--- src/rtl/apch_defines.vh ---
`ifndef APCH_DEFINES_VH
`define APCH_DEFINES_VH
`define APCH_DELIM      8'h7E
`define APCH_ESC        8'h7D
`define APCH_XON        8'h11
`define APCH_XOFF       8'h13
`define APCH_ESC_XOR    8'h20
`define APCH_CKS_GOOD   8'hFF
`define APCH_T_IMM      8'h08
`define APCH_T_QUEUE    8'h09
`define APCH_T_RESP     8'h88
`define APCH_ID_SILENT  8'h00
`define APCH_ST_OK      8'h00
`define APCH_ST_ERR     8'h01
`define APCH_CMD_APPLY  16'h4143
`define APCH_HDR_LEN    16'h0004
`define APCH_RLEN_NODAT 8'h05
`define APCH_RLEN_DATA  8'h06
`define APCH_ONE16      16'h0001
`endif

--- src/rtl/apch_param_table.v ---
`timescale 1ns/1ps
`include "apch_defines.vh"
// ---------------------------------------------------------------
// active and pending parameter storage
// ---------------------------------------------------------------
module apch_param_table #(
   parameter N_PARAM = 4,
   parameter IW      = 2
) (
   // clock and reset
   input  wire            sys_clk,
   input  wire            reset,
   // access
   input  wire [IW-1:0]   idx,
   input  wire [7:0]      wdata,
   input  wire            wr_active,
   input  wire            wr_pending,
   input  wire            commit,
   output wire [7:0]      rdata,
   // active values, flattened
   output wire [8*N_PARAM-1:0] active_flat
);
   reg [7:0] act_r  [0:N_PARAM-1];
   reg [7:0] pend_r [0:N_PARAM-1];
   reg       pv_r   [0:N_PARAM-1];
   genvar g;
   generate
      for (g = 0; g < N_PARAM; g = g + 1)
      begin : g_p
         always @(posedge sys_clk)
         begin
            if (reset)
            begin
               act_r[g]  <= 8'h00;
               pend_r[g] <= 8'h00;
               pv_r[g]   <= 1'b0;
            end
            else
            begin
               // a direct write in the same cycle wins over a stale commit
               if (wr_active && idx == g)
                  act_r[g] <= wdata;
               else if (commit && pv_r[g])
                  act_r[g] <= pend_r[g];
               if (wr_pending && idx == g)
               begin
                  pend_r[g] <= wdata;
                  pv_r[g]   <= 1'b1;
               end
               else if (commit)
                  pv_r[g] <= 1'b0;
            end
         end
         assign active_flat[8*g+7:8*g] = act_r[g];
      end
   endgenerate
   assign rdata = act_r[idx];
endmodule // apch_param_table

--- src/rtl/apch_handler.v ---
`timescale 1ns/1ps
`include "apch_defines.vh"
// ---------------------------------------------------------------
// parameter command frame handler
// ---------------------------------------------------------------
module apch_handler #(
   parameter N_PARAM = 4,
   parameter IW      = 2
) (
   // clock and reset
   input  wire                 sys_clk,
   input  wire                 reset,
   // receive byte stream
   input  wire [7:0]           rx_data,
   input  wire                 rx_valid,
   // transmit byte stream
   output reg  [7:0]           tx_data,
   output reg                  tx_valid,
   input  wire                 tx_ready,
   // mode and parameters
   input  wire                 api_framing_mode_setting,
   input  wire [16*N_PARAM-1:0] cmd_names,
   output reg  [8*N_PARAM-1:0] param_active,
   output reg                  frame_error
);
   localparam S_IDLE = 3'b000, S_LH = 3'b001, S_LL = 3'b010, S_DATA = 3'b011;
   localparam S_CKS  = 3'b100, S_EXEC = 3'b101, S_TX = 3'b110;

   reg  [2:0]  st_r;
   reg  [15:0] len_r, cnt_r;
   reg  [7:0]  sum_r, type_r, id_r, c0_r, c1_r, val_r, stat_r, rd_r, tsum_r;
   reg         esc_r, hasv_r;
   reg  [2:0]  ti_r;
   reg         tesc_r;
   reg  [IW-1:0] idx_r;
   reg         hit_r;
   wire [7:0]  rdata;
   wire [8*N_PARAM-1:0] act_flat;
   reg         wr_a, wr_p, commit;

   // escape decode: unescaped data may hold the delimiter value, so there only idle sees a start
   wire        raw_delim = rx_valid && rx_data == `APCH_DELIM && (api_framing_mode_setting || st_r == S_IDLE);
   wire        is_esc    = api_framing_mode_setting && rx_data == `APCH_ESC;
   wire [7:0]  rxb       = esc_r ? (rx_data ^ `APCH_ESC_XOR) : rx_data;
   wire        bv        = rx_valid && !raw_delim && !(is_esc && !esc_r);

   function needs_esc;
      input [7:0] b;
      needs_esc = b == `APCH_DELIM || b == `APCH_ESC || b == `APCH_XON || b == `APCH_XOFF;
   endfunction

   integer k;
   always @*
   begin
      idx_r = {IW{1'b0}};
      hit_r = 1'b0;
      for (k = 0; k < N_PARAM; k = k + 1)
         if (cmd_names[16*k +: 16] == {c0_r, c1_r})
         begin
            idx_r = k[IW-1:0];
            hit_r = 1'b1;
         end
   end

   wire is_imm   = type_r == `APCH_T_IMM;
   wire is_apply = {c0_r, c1_r} == `APCH_CMD_APPLY;
   always @*
   begin
      wr_a   = (st_r == S_EXEC) && hit_r && hasv_r && is_imm;
      wr_p   = (st_r == S_EXEC) && hit_r && hasv_r && !is_imm;
      commit = (st_r == S_EXEC) && (is_imm || is_apply);
   end

   apch_param_table #(.N_PARAM(N_PARAM), .IW(IW)) u_tab (
      .sys_clk     (sys_clk),
      .reset       (reset),
      .idx         (idx_r),
      .wdata       (val_r),
      .wr_active   (wr_a),
      .wr_pending  (wr_p),
      .commit      (commit),
      .rdata       (rdata),
      .active_flat (act_flat)
   );

   // response byte for index: delim, len hi, len lo, type, id, c0, c1, status; data and cks come from the tail
   reg [7:0] tb;
   always @*
   begin
      case (ti_r)
         3'd0:    tb = `APCH_DELIM;
         3'd1:    tb = 8'h00;
         3'd2:    tb = (hasv_r || !hit_r) ? `APCH_RLEN_NODAT : `APCH_RLEN_DATA;
         3'd3:    tb = `APCH_T_RESP;
         3'd4:    tb = id_r;
         3'd5:    tb = c0_r;
         3'd6:    tb = c1_r;
         default: tb = stat_r;
      endcase
   end
   wire last_hdr = ti_r == 3'd7;

   // ---------------------------------------------------------------
   // frame state machine
   // ---------------------------------------------------------------
   reg [1:0] tail_r;  // 0 status, 1 read data, 2 checksum, 3 done
   wire [7:0] cur = (tail_r == 2'd0) ? tb : (tail_r == 2'd1 ? rd_r : (`APCH_CKS_GOOD - tsum_r));
   always @(posedge sys_clk)
   begin
      if (reset)
      begin
         st_r <= S_IDLE; len_r <= 16'h0000; cnt_r <= 16'h0000; sum_r <= 8'h00;
         type_r <= 8'h00; id_r <= 8'h00; c0_r <= 8'h00; c1_r <= 8'h00; val_r <= 8'h00;
         stat_r <= 8'h00; rd_r <= 8'h00; tsum_r <= 8'h00; esc_r <= 1'b0; hasv_r <= 1'b0;
         ti_r <= 3'd0; tesc_r <= 1'b0; tail_r <= 2'd0; tx_data <= 8'h00; tx_valid <= 1'b0;
         param_active <= {8*N_PARAM{1'b0}}; frame_error <= 1'b0;
      end
      else
      begin
         param_active <= act_flat;
         frame_error  <= 1'b0;
         // read data is taken during send so a commit by the same frame is already visible
         if (st_r == S_TX)
            rd_r <= rdata;
         if (rx_valid && st_r != S_EXEC && st_r != S_TX)
            esc_r <= is_esc && !esc_r && !raw_delim;
         if (raw_delim && st_r != S_EXEC && st_r != S_TX)
            st_r <= S_LH;
         else
         begin
            case (st_r)
               S_IDLE: ;
               S_LH:   if (bv) begin len_r[15:8] <= rxb; st_r <= S_LL; end
               S_LL:   if (bv)
                       begin
                          len_r[7:0] <= rxb; cnt_r <= 16'h0000; sum_r <= 8'h00; hasv_r <= 1'b0;
                          st_r <= S_DATA;
                       end
               S_DATA: if (bv)
                       begin
                          sum_r <= sum_r + rxb;
                          case (cnt_r)
                             16'h0000: type_r <= rxb;
                             16'h0001: id_r   <= rxb;
                             16'h0002: c0_r   <= rxb;
                             16'h0003: c1_r   <= rxb;
                             `APCH_HDR_LEN: begin val_r <= rxb; hasv_r <= 1'b1; end
                             default: ;  // further value bytes only feed the checksum
                          endcase
                          cnt_r <= cnt_r + `APCH_ONE16;
                          // greater-or-equal so a zero length cannot hang the parser
                          if (cnt_r + `APCH_ONE16 >= len_r)
                             st_r <= S_CKS;
                       end
               S_CKS:  if (bv)
                       begin
                          // bad checksum, short frame or foreign type is dropped without response; only a bad checksum pulses frame_error
                          if (sum_r + rxb == `APCH_CKS_GOOD && len_r >= `APCH_HDR_LEN
                              && (type_r == `APCH_T_IMM || type_r == `APCH_T_QUEUE))
                             st_r <= S_EXEC;
                          else
                          begin
                             frame_error <= sum_r + rxb != `APCH_CKS_GOOD;
                             st_r <= S_IDLE;
                          end
                       end
               S_EXEC: begin
                          stat_r <= (hit_r || is_apply) ? `APCH_ST_OK : `APCH_ST_ERR;
                          ti_r <= 3'd0; tail_r <= 2'd0; tsum_r <= 8'h00; tesc_r <= 1'b0;
                          st_r <= (id_r == `APCH_ID_SILENT) ? S_IDLE : S_TX;
                       end
               S_TX:   if (!tx_valid || tx_ready)
                       begin
                          tx_valid <= 1'b1;
                          if (api_framing_mode_setting && ti_r != 3'd0 && needs_esc(cur) && !tesc_r)
                          begin
                             tx_data <= `APCH_ESC; tesc_r <= 1'b1;
                          end
                          else
                          begin
                             tx_data <= (tesc_r ? cur ^ `APCH_ESC_XOR : cur);
                             tesc_r <= 1'b0;
                             if (ti_r >= 3'd3 && tail_r != 2'd2)
                                tsum_r <= tsum_r + cur;
                             if (!last_hdr)
                                ti_r <= ti_r + 3'd1;
                             else if (tail_r == 2'd0)
                                tail_r <= (hasv_r || !hit_r) ? 2'd2 : 2'd1;
                             else if (tail_r == 2'd1)
                                tail_r <= 2'd2;
                             else
                             begin
                                tail_r <= 2'd3; st_r <= S_IDLE;
                             end
                          end
                       end
               default: st_r <= S_IDLE;
            endcase
         end
         if (tx_valid && tx_ready && st_r != S_TX)
            tx_valid <= 1'b0;
      end
   end
endmodule // apch_handler

--- config.mk ---
export PLATFORM = sky130hd
export DESIGN_NAME = apch_handler
export DESIGN_NICKNAME = d
export VERILOG_FILES = /design/src/rtl/apch_param_table.v /design/src/rtl/apch_handler.v
export VERILOG_INCLUDE_DIRS = /design/src /design/src/rtl
export SDC_FILE = /design/constraint.sdc
export NUM_CORES = 1
export LEC_CHECK = 0
export ABC_AREA = 1
export CAP_MARGIN = 5
export CORE_ASPECT_RATIO = 1.1
export CORE_MARGIN = 2
export CORE_UTILIZATION = 60
export CTS_CLUSTER_SIZE = 30
export DETAILED_ROUTE_END_ITERATION = 7
export DONT_BUFFER_PORTS = 1
export PLACE_DENSITY_LB_ADDON = 0.15
export SLEW_MARGIN = 20
export SYNTH_ARGS = -nofsm -noshare
export SYNTH_HDL_FRONTEND = slang
export SYNTH_HIERARCHICAL = 1
export SYNTH_SLANG_ARGS = --single-unit
export TNS_END_PERCENT = 5
--- constraint.sdc ---
create_clock -name sys_clk -period 3.6 [get_ports sys_clk]
set_clock_uncertainty 0.1 [all_clocks]
set_input_delay 0.18 -clock sys_clk [delete_from_list [all_inputs] [get_ports sys_clk]]
set_output_delay 0.18 -clock sys_clk [all_outputs]
set_load 0.05 [all_outputs]
==> flow_summary.ini, run 1 <==
[global_route]
globalRoute.totalOverflow = 0
grt_pass1_vias = 9535
antenna_found_initial = 0
grt_first_pass_wirelength_um = 47110
track_usage_pct = 28.99
grt_start_max_net_pins = 93

[yosys]
yosysTopAreaCell = dfxtp_1
synth_nets = 1730
yosysWarnings = 6
postSynth.asyncResetShare_pct = 0
syn_inst = 1611
synthTopCellsByArea = dfxtp_1, edfxtp_1, nand2_1
ys.flop_type = dfxtp_1
synth.distinct_cells = 54
yosys.area.top_type_share_pct = 25.65
syn_avg_cell_area_um2 = 7.266
syn-cell-area_um2 = 11700
synth-seq-cells = 218
synth_edf_count = 68
post-synth-top-count-cell = nand2_1
ys_seq_area_share_pct = 43.10
synth_common_cells = nand2_1, nor2_1, inv_1

[hold_path]
min_to = tesc_r
min_path_type = in2reg
whs_path_depth = 4
hold_start = api_framing_mode_setting

[setup_path]
slowest_stage = dfxtp_1
cp_cell_sequence = ha_1 -> nand3_1 -> nor2_1 -> nand2_1 -> nor3_1 -> nand2_1 -> nor2_2 -> nand3_1 -> xnor2_1 -> ha_1 -> nand4_1 -> inv_1 -> a21oi_1 -> nand4_1 -> nand4_1 -> inv_1 -> nand2_2 -> nand2_1 -> nand2_1 -> nor2_1
rr_startpoint = cnt_r[1]
critPathMaxStageDelay_ns = 0.40
cpMostUsedCell = nand2_1
rr_endpoint = st_r[2]
reg2reg_slack_ns = 0.30
crit_path_start_kind = flip-flop
cp-end-kind = flip-flop
critical_path_class = reg2reg
crit_required_ns = 3.90
reg2regPathDepth = 20
path_max_fanout = 5
critPathArrivalTime_ns = 3.60

[timing]
setup-violations-final = 0
worstMarginPinSlew_ns = 1.035
finalHoldViolations = 0
setup_slack_ns = 0.3034
slew_violations = 0
min_period_over_period_pct = 91.57
relSlewSlack_pct = 30.75
finalSetupTns_ns = 0
clock.fmax_ghz = 0.3033
finalHoldWorstSlack_ns = 0.005197
min_period_ns = 3.297

[pwr]
p_leak_nw = 5.719
power_density_nw_per_um2 = 488.4
power.total_mw = 6.377
vdd.ir_drop.worst_uv = 546.6

[floorplanning]
coreArea_um2 = 19100
dieArea_um2 = 20640
die_y_um = 150.5
initial_core_util_pct = 61.29
ios = 119
rows = 53
die_w_um = 137.2

[finish]
drive_gt1_share_pct = 10.87
diodes = 0
nets = 1747
syn2layout_area_growth_pct = 11.56
utilization_pct = 68.37

[drt]
viasPerCell = 5.489
ant_nets = 0
drt_wl_total_um = 30490
vias = 10391
drt_iter0_markers = 884
dr.pass1.iters = 7
wl_per_cell_um = 16.11
drcViolationCount = 0

[placement]
globalplace.congestion = 0.9586
dpl_worst_slack_ns = 0.05440
portBuffers = 0
dp.final_hpwl_um = 22060

[clocking]
clk_pin_slew_worst_paths_ns = 0.06
clockBufferDepth = 3
cts_tree = yes
root_buffer = clkbuf_16
clk_latency_ns = 0.52
cts_buffers = 24
cts_sinks = 218
ctsHtreeMaxLevel = 1

[flow_run]
drv_cap = 0

[outcome]
status = finished, final reports clean
[state kept, by name (all words and copies together), names as in the netlist, 3 cells and up]
register      cells
tsum_r            8
u_tab/pv_r        4
c1_r              8
rd_r              8
id_r              8
u_tab/pend_r     32
sum_r             8
val_r             8
u_tab/act_r      32
len_r            16
param_active     32
type_r            8
ti_r              3
st_r              3
c0_r              8
tx_data           8
cnt_r            16
[area by class of cell]
class	instances	area, um2
Fill cell	1662	6041
Inverter	261	987.2
Clock inverter	14	165.2
Tap cell	247	309.0
Multi-Input combinational cell	1092	5595
Clock buffer	30	633.1
Timing Repair Buffer	31	282.8
Sequential cell	218	5085
[worst max path at each step]
stage / start / endpoint / slack (ns) / cells after the start
2_1_floorplan: ti_r[0] / tsum_r[7] / 0.57 / 24
3_3_place_gp: c0_r[0] / tsum_r[7] / 0.18 / 30
3_5_place_dp: c0_r[1] / tsum_r[7] / 0.05 / 30
4_1_cts: c0_r[1] / tsum_r[7] / 0.06 / 30
5_1_grt: cnt_r[1] / st_r[2] / -0.03 / 20
6_report: cnt_r[1] / st_r[2] / 0.30 / 20
[placed cells by master, fill, tap and decap left out, types with 4 or more instances in the layout]
master,instances
a211oi_1,24
a21oi_1,97
a21oi_2,4
a22oi_1,8
a31oi_1,6
buf_4,18
clkbuf_1,5
clkbuf_16,24
clkinv_2,4
dfxtp_1,132
dfxtp_2,11
dfxtp_4,7
dlygate4sd3_1,12
edfxtp_1,68
ha_1,39
inv_1,222
inv_2,36
nand2_1,401
nand2_2,13
nand2_4,6
nand3_1,44
nand3_2,9
nand4_1,19
nor2_1,217
nor2_2,15
nor3_1,19
nor3_2,4
nor4_1,11
o21ai_0,62
o21ai_1,23
o22ai_1,9
xnor2_1,10
xor2_1,16
[worst max-delay path, delay by kind of cell (launching register included)]
| family | cells | cell delay, ns |
|---|---|---|
| AND/OR/NAND/NOR | 14 | 1.69 |
| adder cells (fa/ha/maj) | 2 | 0.49 |
| flip-flops | 1 | 0.40 |
| XOR/XNOR | 1 | 0.22 |
| AO/OA/AOI/OAI | 1 | 0.15 |
| buffers and inverters | 2 | 0.13 |
[logic make-up (layout without fill, tap and decap cells)]
logic type      after synthesis  after routing  share of synthesized area [%]
buf+inv                     301            336                          9.802
simple gates                776            776                          28.57
compound gates              248            248                          11.96
xor+xnor                     26             26                          1.945
flops                       218            218                          43.10
fa+ha+maj                    42             42                          4.618
[through the flow]
step | std cells | area [um2]
detailed placement | 1836 | 11990
floorplan | 1611 | 11710
global placement | 1836 | 11990
global route | 1893 | 13060
CTS | 1893 | 12930
finish | 1893 | 13060
[what timing repair did]
item,CTS,global route
hold endpoints to repair,152,0
setup endpoints to repair,0,6
hold buffers,13,0
gates resized for setup,0,49
setup buffers,0,0
[report_power, final]
part           leakage, nW  total [mW]  internal (mW)  switching, mW
Sequential            1.90        2.84           2.67          0.179
Clock                0.381        2.46           1.47          0.987
Combinational         3.43        1.08          0.376          0.700
[per-layer routing]
| metal | global-route usage, % | wire [um] | vias up |
|---|---|---|---|
| li1 | - | - | 5200 |
| met1 | 36.79 | 12770 | 4697 |
| met2 | 49.10 | 14460 | 408 |
| met3 | 4.545 | 2163 | 86 |
| met4 | 12.06 | 1098 | 0 |
| met5 | 0 | 0 | - |
No activity file was read; power rests on OpenSTA's default activity.
==> run 2: changes to the inputs <==
Settings changed: SYNTH_HIERARCHICAL 1 to not set.
==> run 2 against run 1 <==
  * Area after synthesis fell by 1.3%
  * Critical endpoint is now st_r[0]
  * Combinational power is 45% higher
  * Sequential share of layout area is 1.4 points lower
  * First-iteration DRC count up 1.0%
  * Non-clock buffer count is 62 higher
  * Critical path type unchanged
  * Die area decreased by 1.2%
  * Synthesized cell count shrank 1.7%
  * Maximum frequency fell by 7.2%
  * Critical path depth increased by 2
  * Clock power rose by 8%
  * Register-to-register slack worse by 0.26 ns
==> flow_summary.ini, run 2 <==
[yosys]
synth-seq-cells = 218
syn_avg_cell_area_um2 = 7.296
ys_seq_area_share_pct = 43.66
ys.flop_type = dfxtp_1
synth.distinct_cells = 48
postSynth.asyncResetShare_pct = 0
synth_nets = 1703
yosysWarnings = 0
yosys.area.top_type_share_pct = 25.99
post-synth-top-count-cell = nand2_1
syn_inst = 1584
syn-cell-area_um2 = 11560
synth_common_cells = nand2_1, inv_1, nor2_1
yosysTopAreaCell = dfxtp_1
synth_edf_count = 68
synthTopCellsByArea = dfxtp_1, edfxtp_1, nand2_1

[pwr]
p_int_mw = 4.918
power_density_nw_per_um2 = 523.6
vdd.ir_drop.worst_uv = 471.1
combPwrFrac_pct = 22.2
p_sw_mw = 2.158
power_frac_seq_pct = 40.4
p_leak_nw = 6.193
p_clk_share_pct = 37.4
swShare_pct = 30.50

[global_route]
grt_pass1_vias = 9733
grt_first_pass_wirelength_um = 49020
track_usage_pct = 30.31
antenna_found_initial = 0
grt_start_max_net_pins = 68
globalRoute.totalOverflow = 0

[setup_path]
cp_cell_sequence = buf_4 -> ha_2 -> nand3_2 -> inv_1 -> nand3_1 -> nor2_2 -> nand4_1 -> nor3b_2 -> buf_4 -> nand3_2 -> xnor2_2 -> ha_1 -> nand4_1 -> nor3_2 -> nand2_1 -> nand4_1 -> nor2_1 -> nor4_1 -> nand3_1 -> nand2_1 -> inv_1 -> nor2_1
cpMostUsedCell = nand4_1
crit_path_start_kind = flip-flop
slowest_stage = dfxtp_2
path_max_fanout = 3
crit_required_ns = 3.94
critical_path_class = reg2reg
cp-end-kind = flip-flop
critPathArrivalTime_ns = 3.89
cp_top_family = simple AND/OR/NAND/NOR gates
critPathMaxStageDelay_ns = 0.35
timing.critical_path.buf_inv = 4

[clocking]
clockBufferDepth = 3
cts_sinks = 218
cts_tree = yes
cts_buffers = 24
clk_latency_ns = 0.52
ctsHtreeMaxLevel = 1
clk_pin_slew_worst_paths_ns = 0.06
root_buffer = clkbuf_16

[timing]
clock.fmax_ghz = 0.2815
setup-violations-final = 0
slew_violations = 0
relSlewSlack_pct = 35.21
worstMarginPinSlew_ns = 0.9683
grt_setup_unrepaired = true
min_period_over_period_pct = 98.66
finalHoldWorstSlack_ns = 0.03257
min_period_ns = 3.552
finalHoldViolations = 0

[drt]
drcViolationCount = 0
drt_iter0_markers = 893
wl_per_cell_um = 16.71
viasPerCell = 5.562
dr.pass1.iters = 6
ant_nets = 0
drt_wl_total_um = 32190
vias = 10712

[floorplanning]
rows = 53
ios = 119
die_w_um = 136.3
dieArea_um2 = 20390
die_y_um = 149.6
initial_core_util_pct = 60.72
coreArea_um2 = 19030

[hold_path]
min_path_type = in2reg

[placement]
dp.final_hpwl_um = 22820
globalplace.congestion = 1.029
placed_area_um2 = 12180
portBuffers = 0

[finish]
drive_gt1_share_pct = 13.28
top_regs = param_active: 32 flops, u_tab.act_r: 32 flops, u_tab.pend_r: 32 flops
diodes = 0
nets = 1780
syn2layout_area_growth_pct = 16.93
final_cell_area_um2 = 13510
mostFrequentLayoutCell = nand2_1
final_cell_mix = nand2_1, inv_1, nor2_1

[flow_run]
drv_cap = 0

[outcome]
status = finished, final reports clean
-- run 2: cell count changes after synthesis, sizes merged, moves of 7 or more --
cell,delta
a211oi,-23
a21oi,+17
a221oi,+17
a22oi,-7
buf,-10
clkbuf,+12
inv,+33
nand2,-59
nand3,-12
nor2,-38
o221ai,+8
o22ai,+27
-- run 2: per-stage QoR --
stage | utilization (%) | TNS (ns) | setup slack (ns) | power [mW] | instances
6_report | 71.00 | 0 | 0.04816 | 7.076 | 1926
5_1_grt | 71.00 | -0.9393 | -0.2249 | 7.391 | 1926
4_1_cts | 69.51 | 0 | 0.02408 | 6.942 | 1914
3_5_place_dp | 64.02 | -0.07334 | -0.07334 | 4.270 | 1855
3_3_place_gp | 64.02 | -0.05268 | -0.05268 | 4.241 | 1855
2_1_floorplan | - | 0 | 0.3878 | 3.859 | 1584
-- run 2: path summary, 6_finish.rpt --
| check | startpoint | endpoint | slack [ns] | cells past startpoint |
|---|---|---|---|---|
| min reg2reg | sum_r[4] | sum_r[4] | 0.37 | 2 |
| min | reset | u_tab.act_r[2][0] | 0.03 | 2 |
| max | cnt_r[1] | st_r[0] | 0.05 | 22 |
| max reg2reg | cnt_r[1] | st_r[0] | 0.05 | 22 |
-- run 2: power by group through the flow --
stage	Sequential (mW)	Clock, mW	Combinational, mW
floorplan	2.87	0	0.991
global placement	2.90	0	1.34
detailed placement	2.90	0	1.37
CTS	2.85	2.67	1.42
global route	2.87	2.77	1.75
finish	2.86	2.65	1.57
-- run 2: final cells by class --
class / count / area, um2
Timing Repair Buffer: 93 / 757.0
Multi-Input combinational cell: 1029 / 5395
Tap cell: 247 / 309.0
Inverter: 295 / 1110
Clock inverter: 12 / 180.2
Clock buffer: 32 / 685.7
Sequential cell: 218 / 5076
Fill cell: 1563 / 5519
-- run 2: what timing repair did --
item / 4_1_cts / 5_1_grt
gates resized for setup: 3 / 72
hold buffers: 15 / 0
setup endpoints to repair: 3 / 5
pin swaps: 0 / 34
endpoints found under the hold margin: 123 / 0
setup buffers: 0 / 12
gates cloned: 0 / 0
-- run 2: cell families after synthesis --
logic type | synth area share (%)
compound gates | 14.30
simple gates | 24.26
fa+ha+maj | 4.677
flops | 43.66
xor+xnor | 1.971
buf+inv | 11.13
-- run 2: per-layer routing --
layer / vias up / part of all wire [%] / global-route usage [%] / wire [um]
met2: 431 / 48 / 51.33 / 15510
met4: 0 / 3.2 / 11.72 / 1044
li1: 5286 / - / - / -
met5: - / 0 / 0 / 0
met3: 71 / 7.4 / 4.234 / 2383
met1: 4924 / 41 / 39.24 / 13260
-- run 2: worst reg2reg max path: stages (launching register included) --
cell and delay (ns):
dfxtp_2 0.35, buf_4 0.12, ha_2 0.18, nand3_2 0.10
inv_1 0.08, nand3_1 0.10, nor2_2 0.15, nand4_1 0.16
nor3b_2 0.21, buf_4 0.14, nand3_2 0.09, xnor2_2 0.17
ha_1 0.32, nand4_1 0.15, nor3_2 0.25, nand2_1 0.09
nand4_1 0.18, nor2_1 0.07, nor4_1 0.17, nand3_1 0.12
nand2_1 0.08, inv_1 0.04, nor2_1 0.08
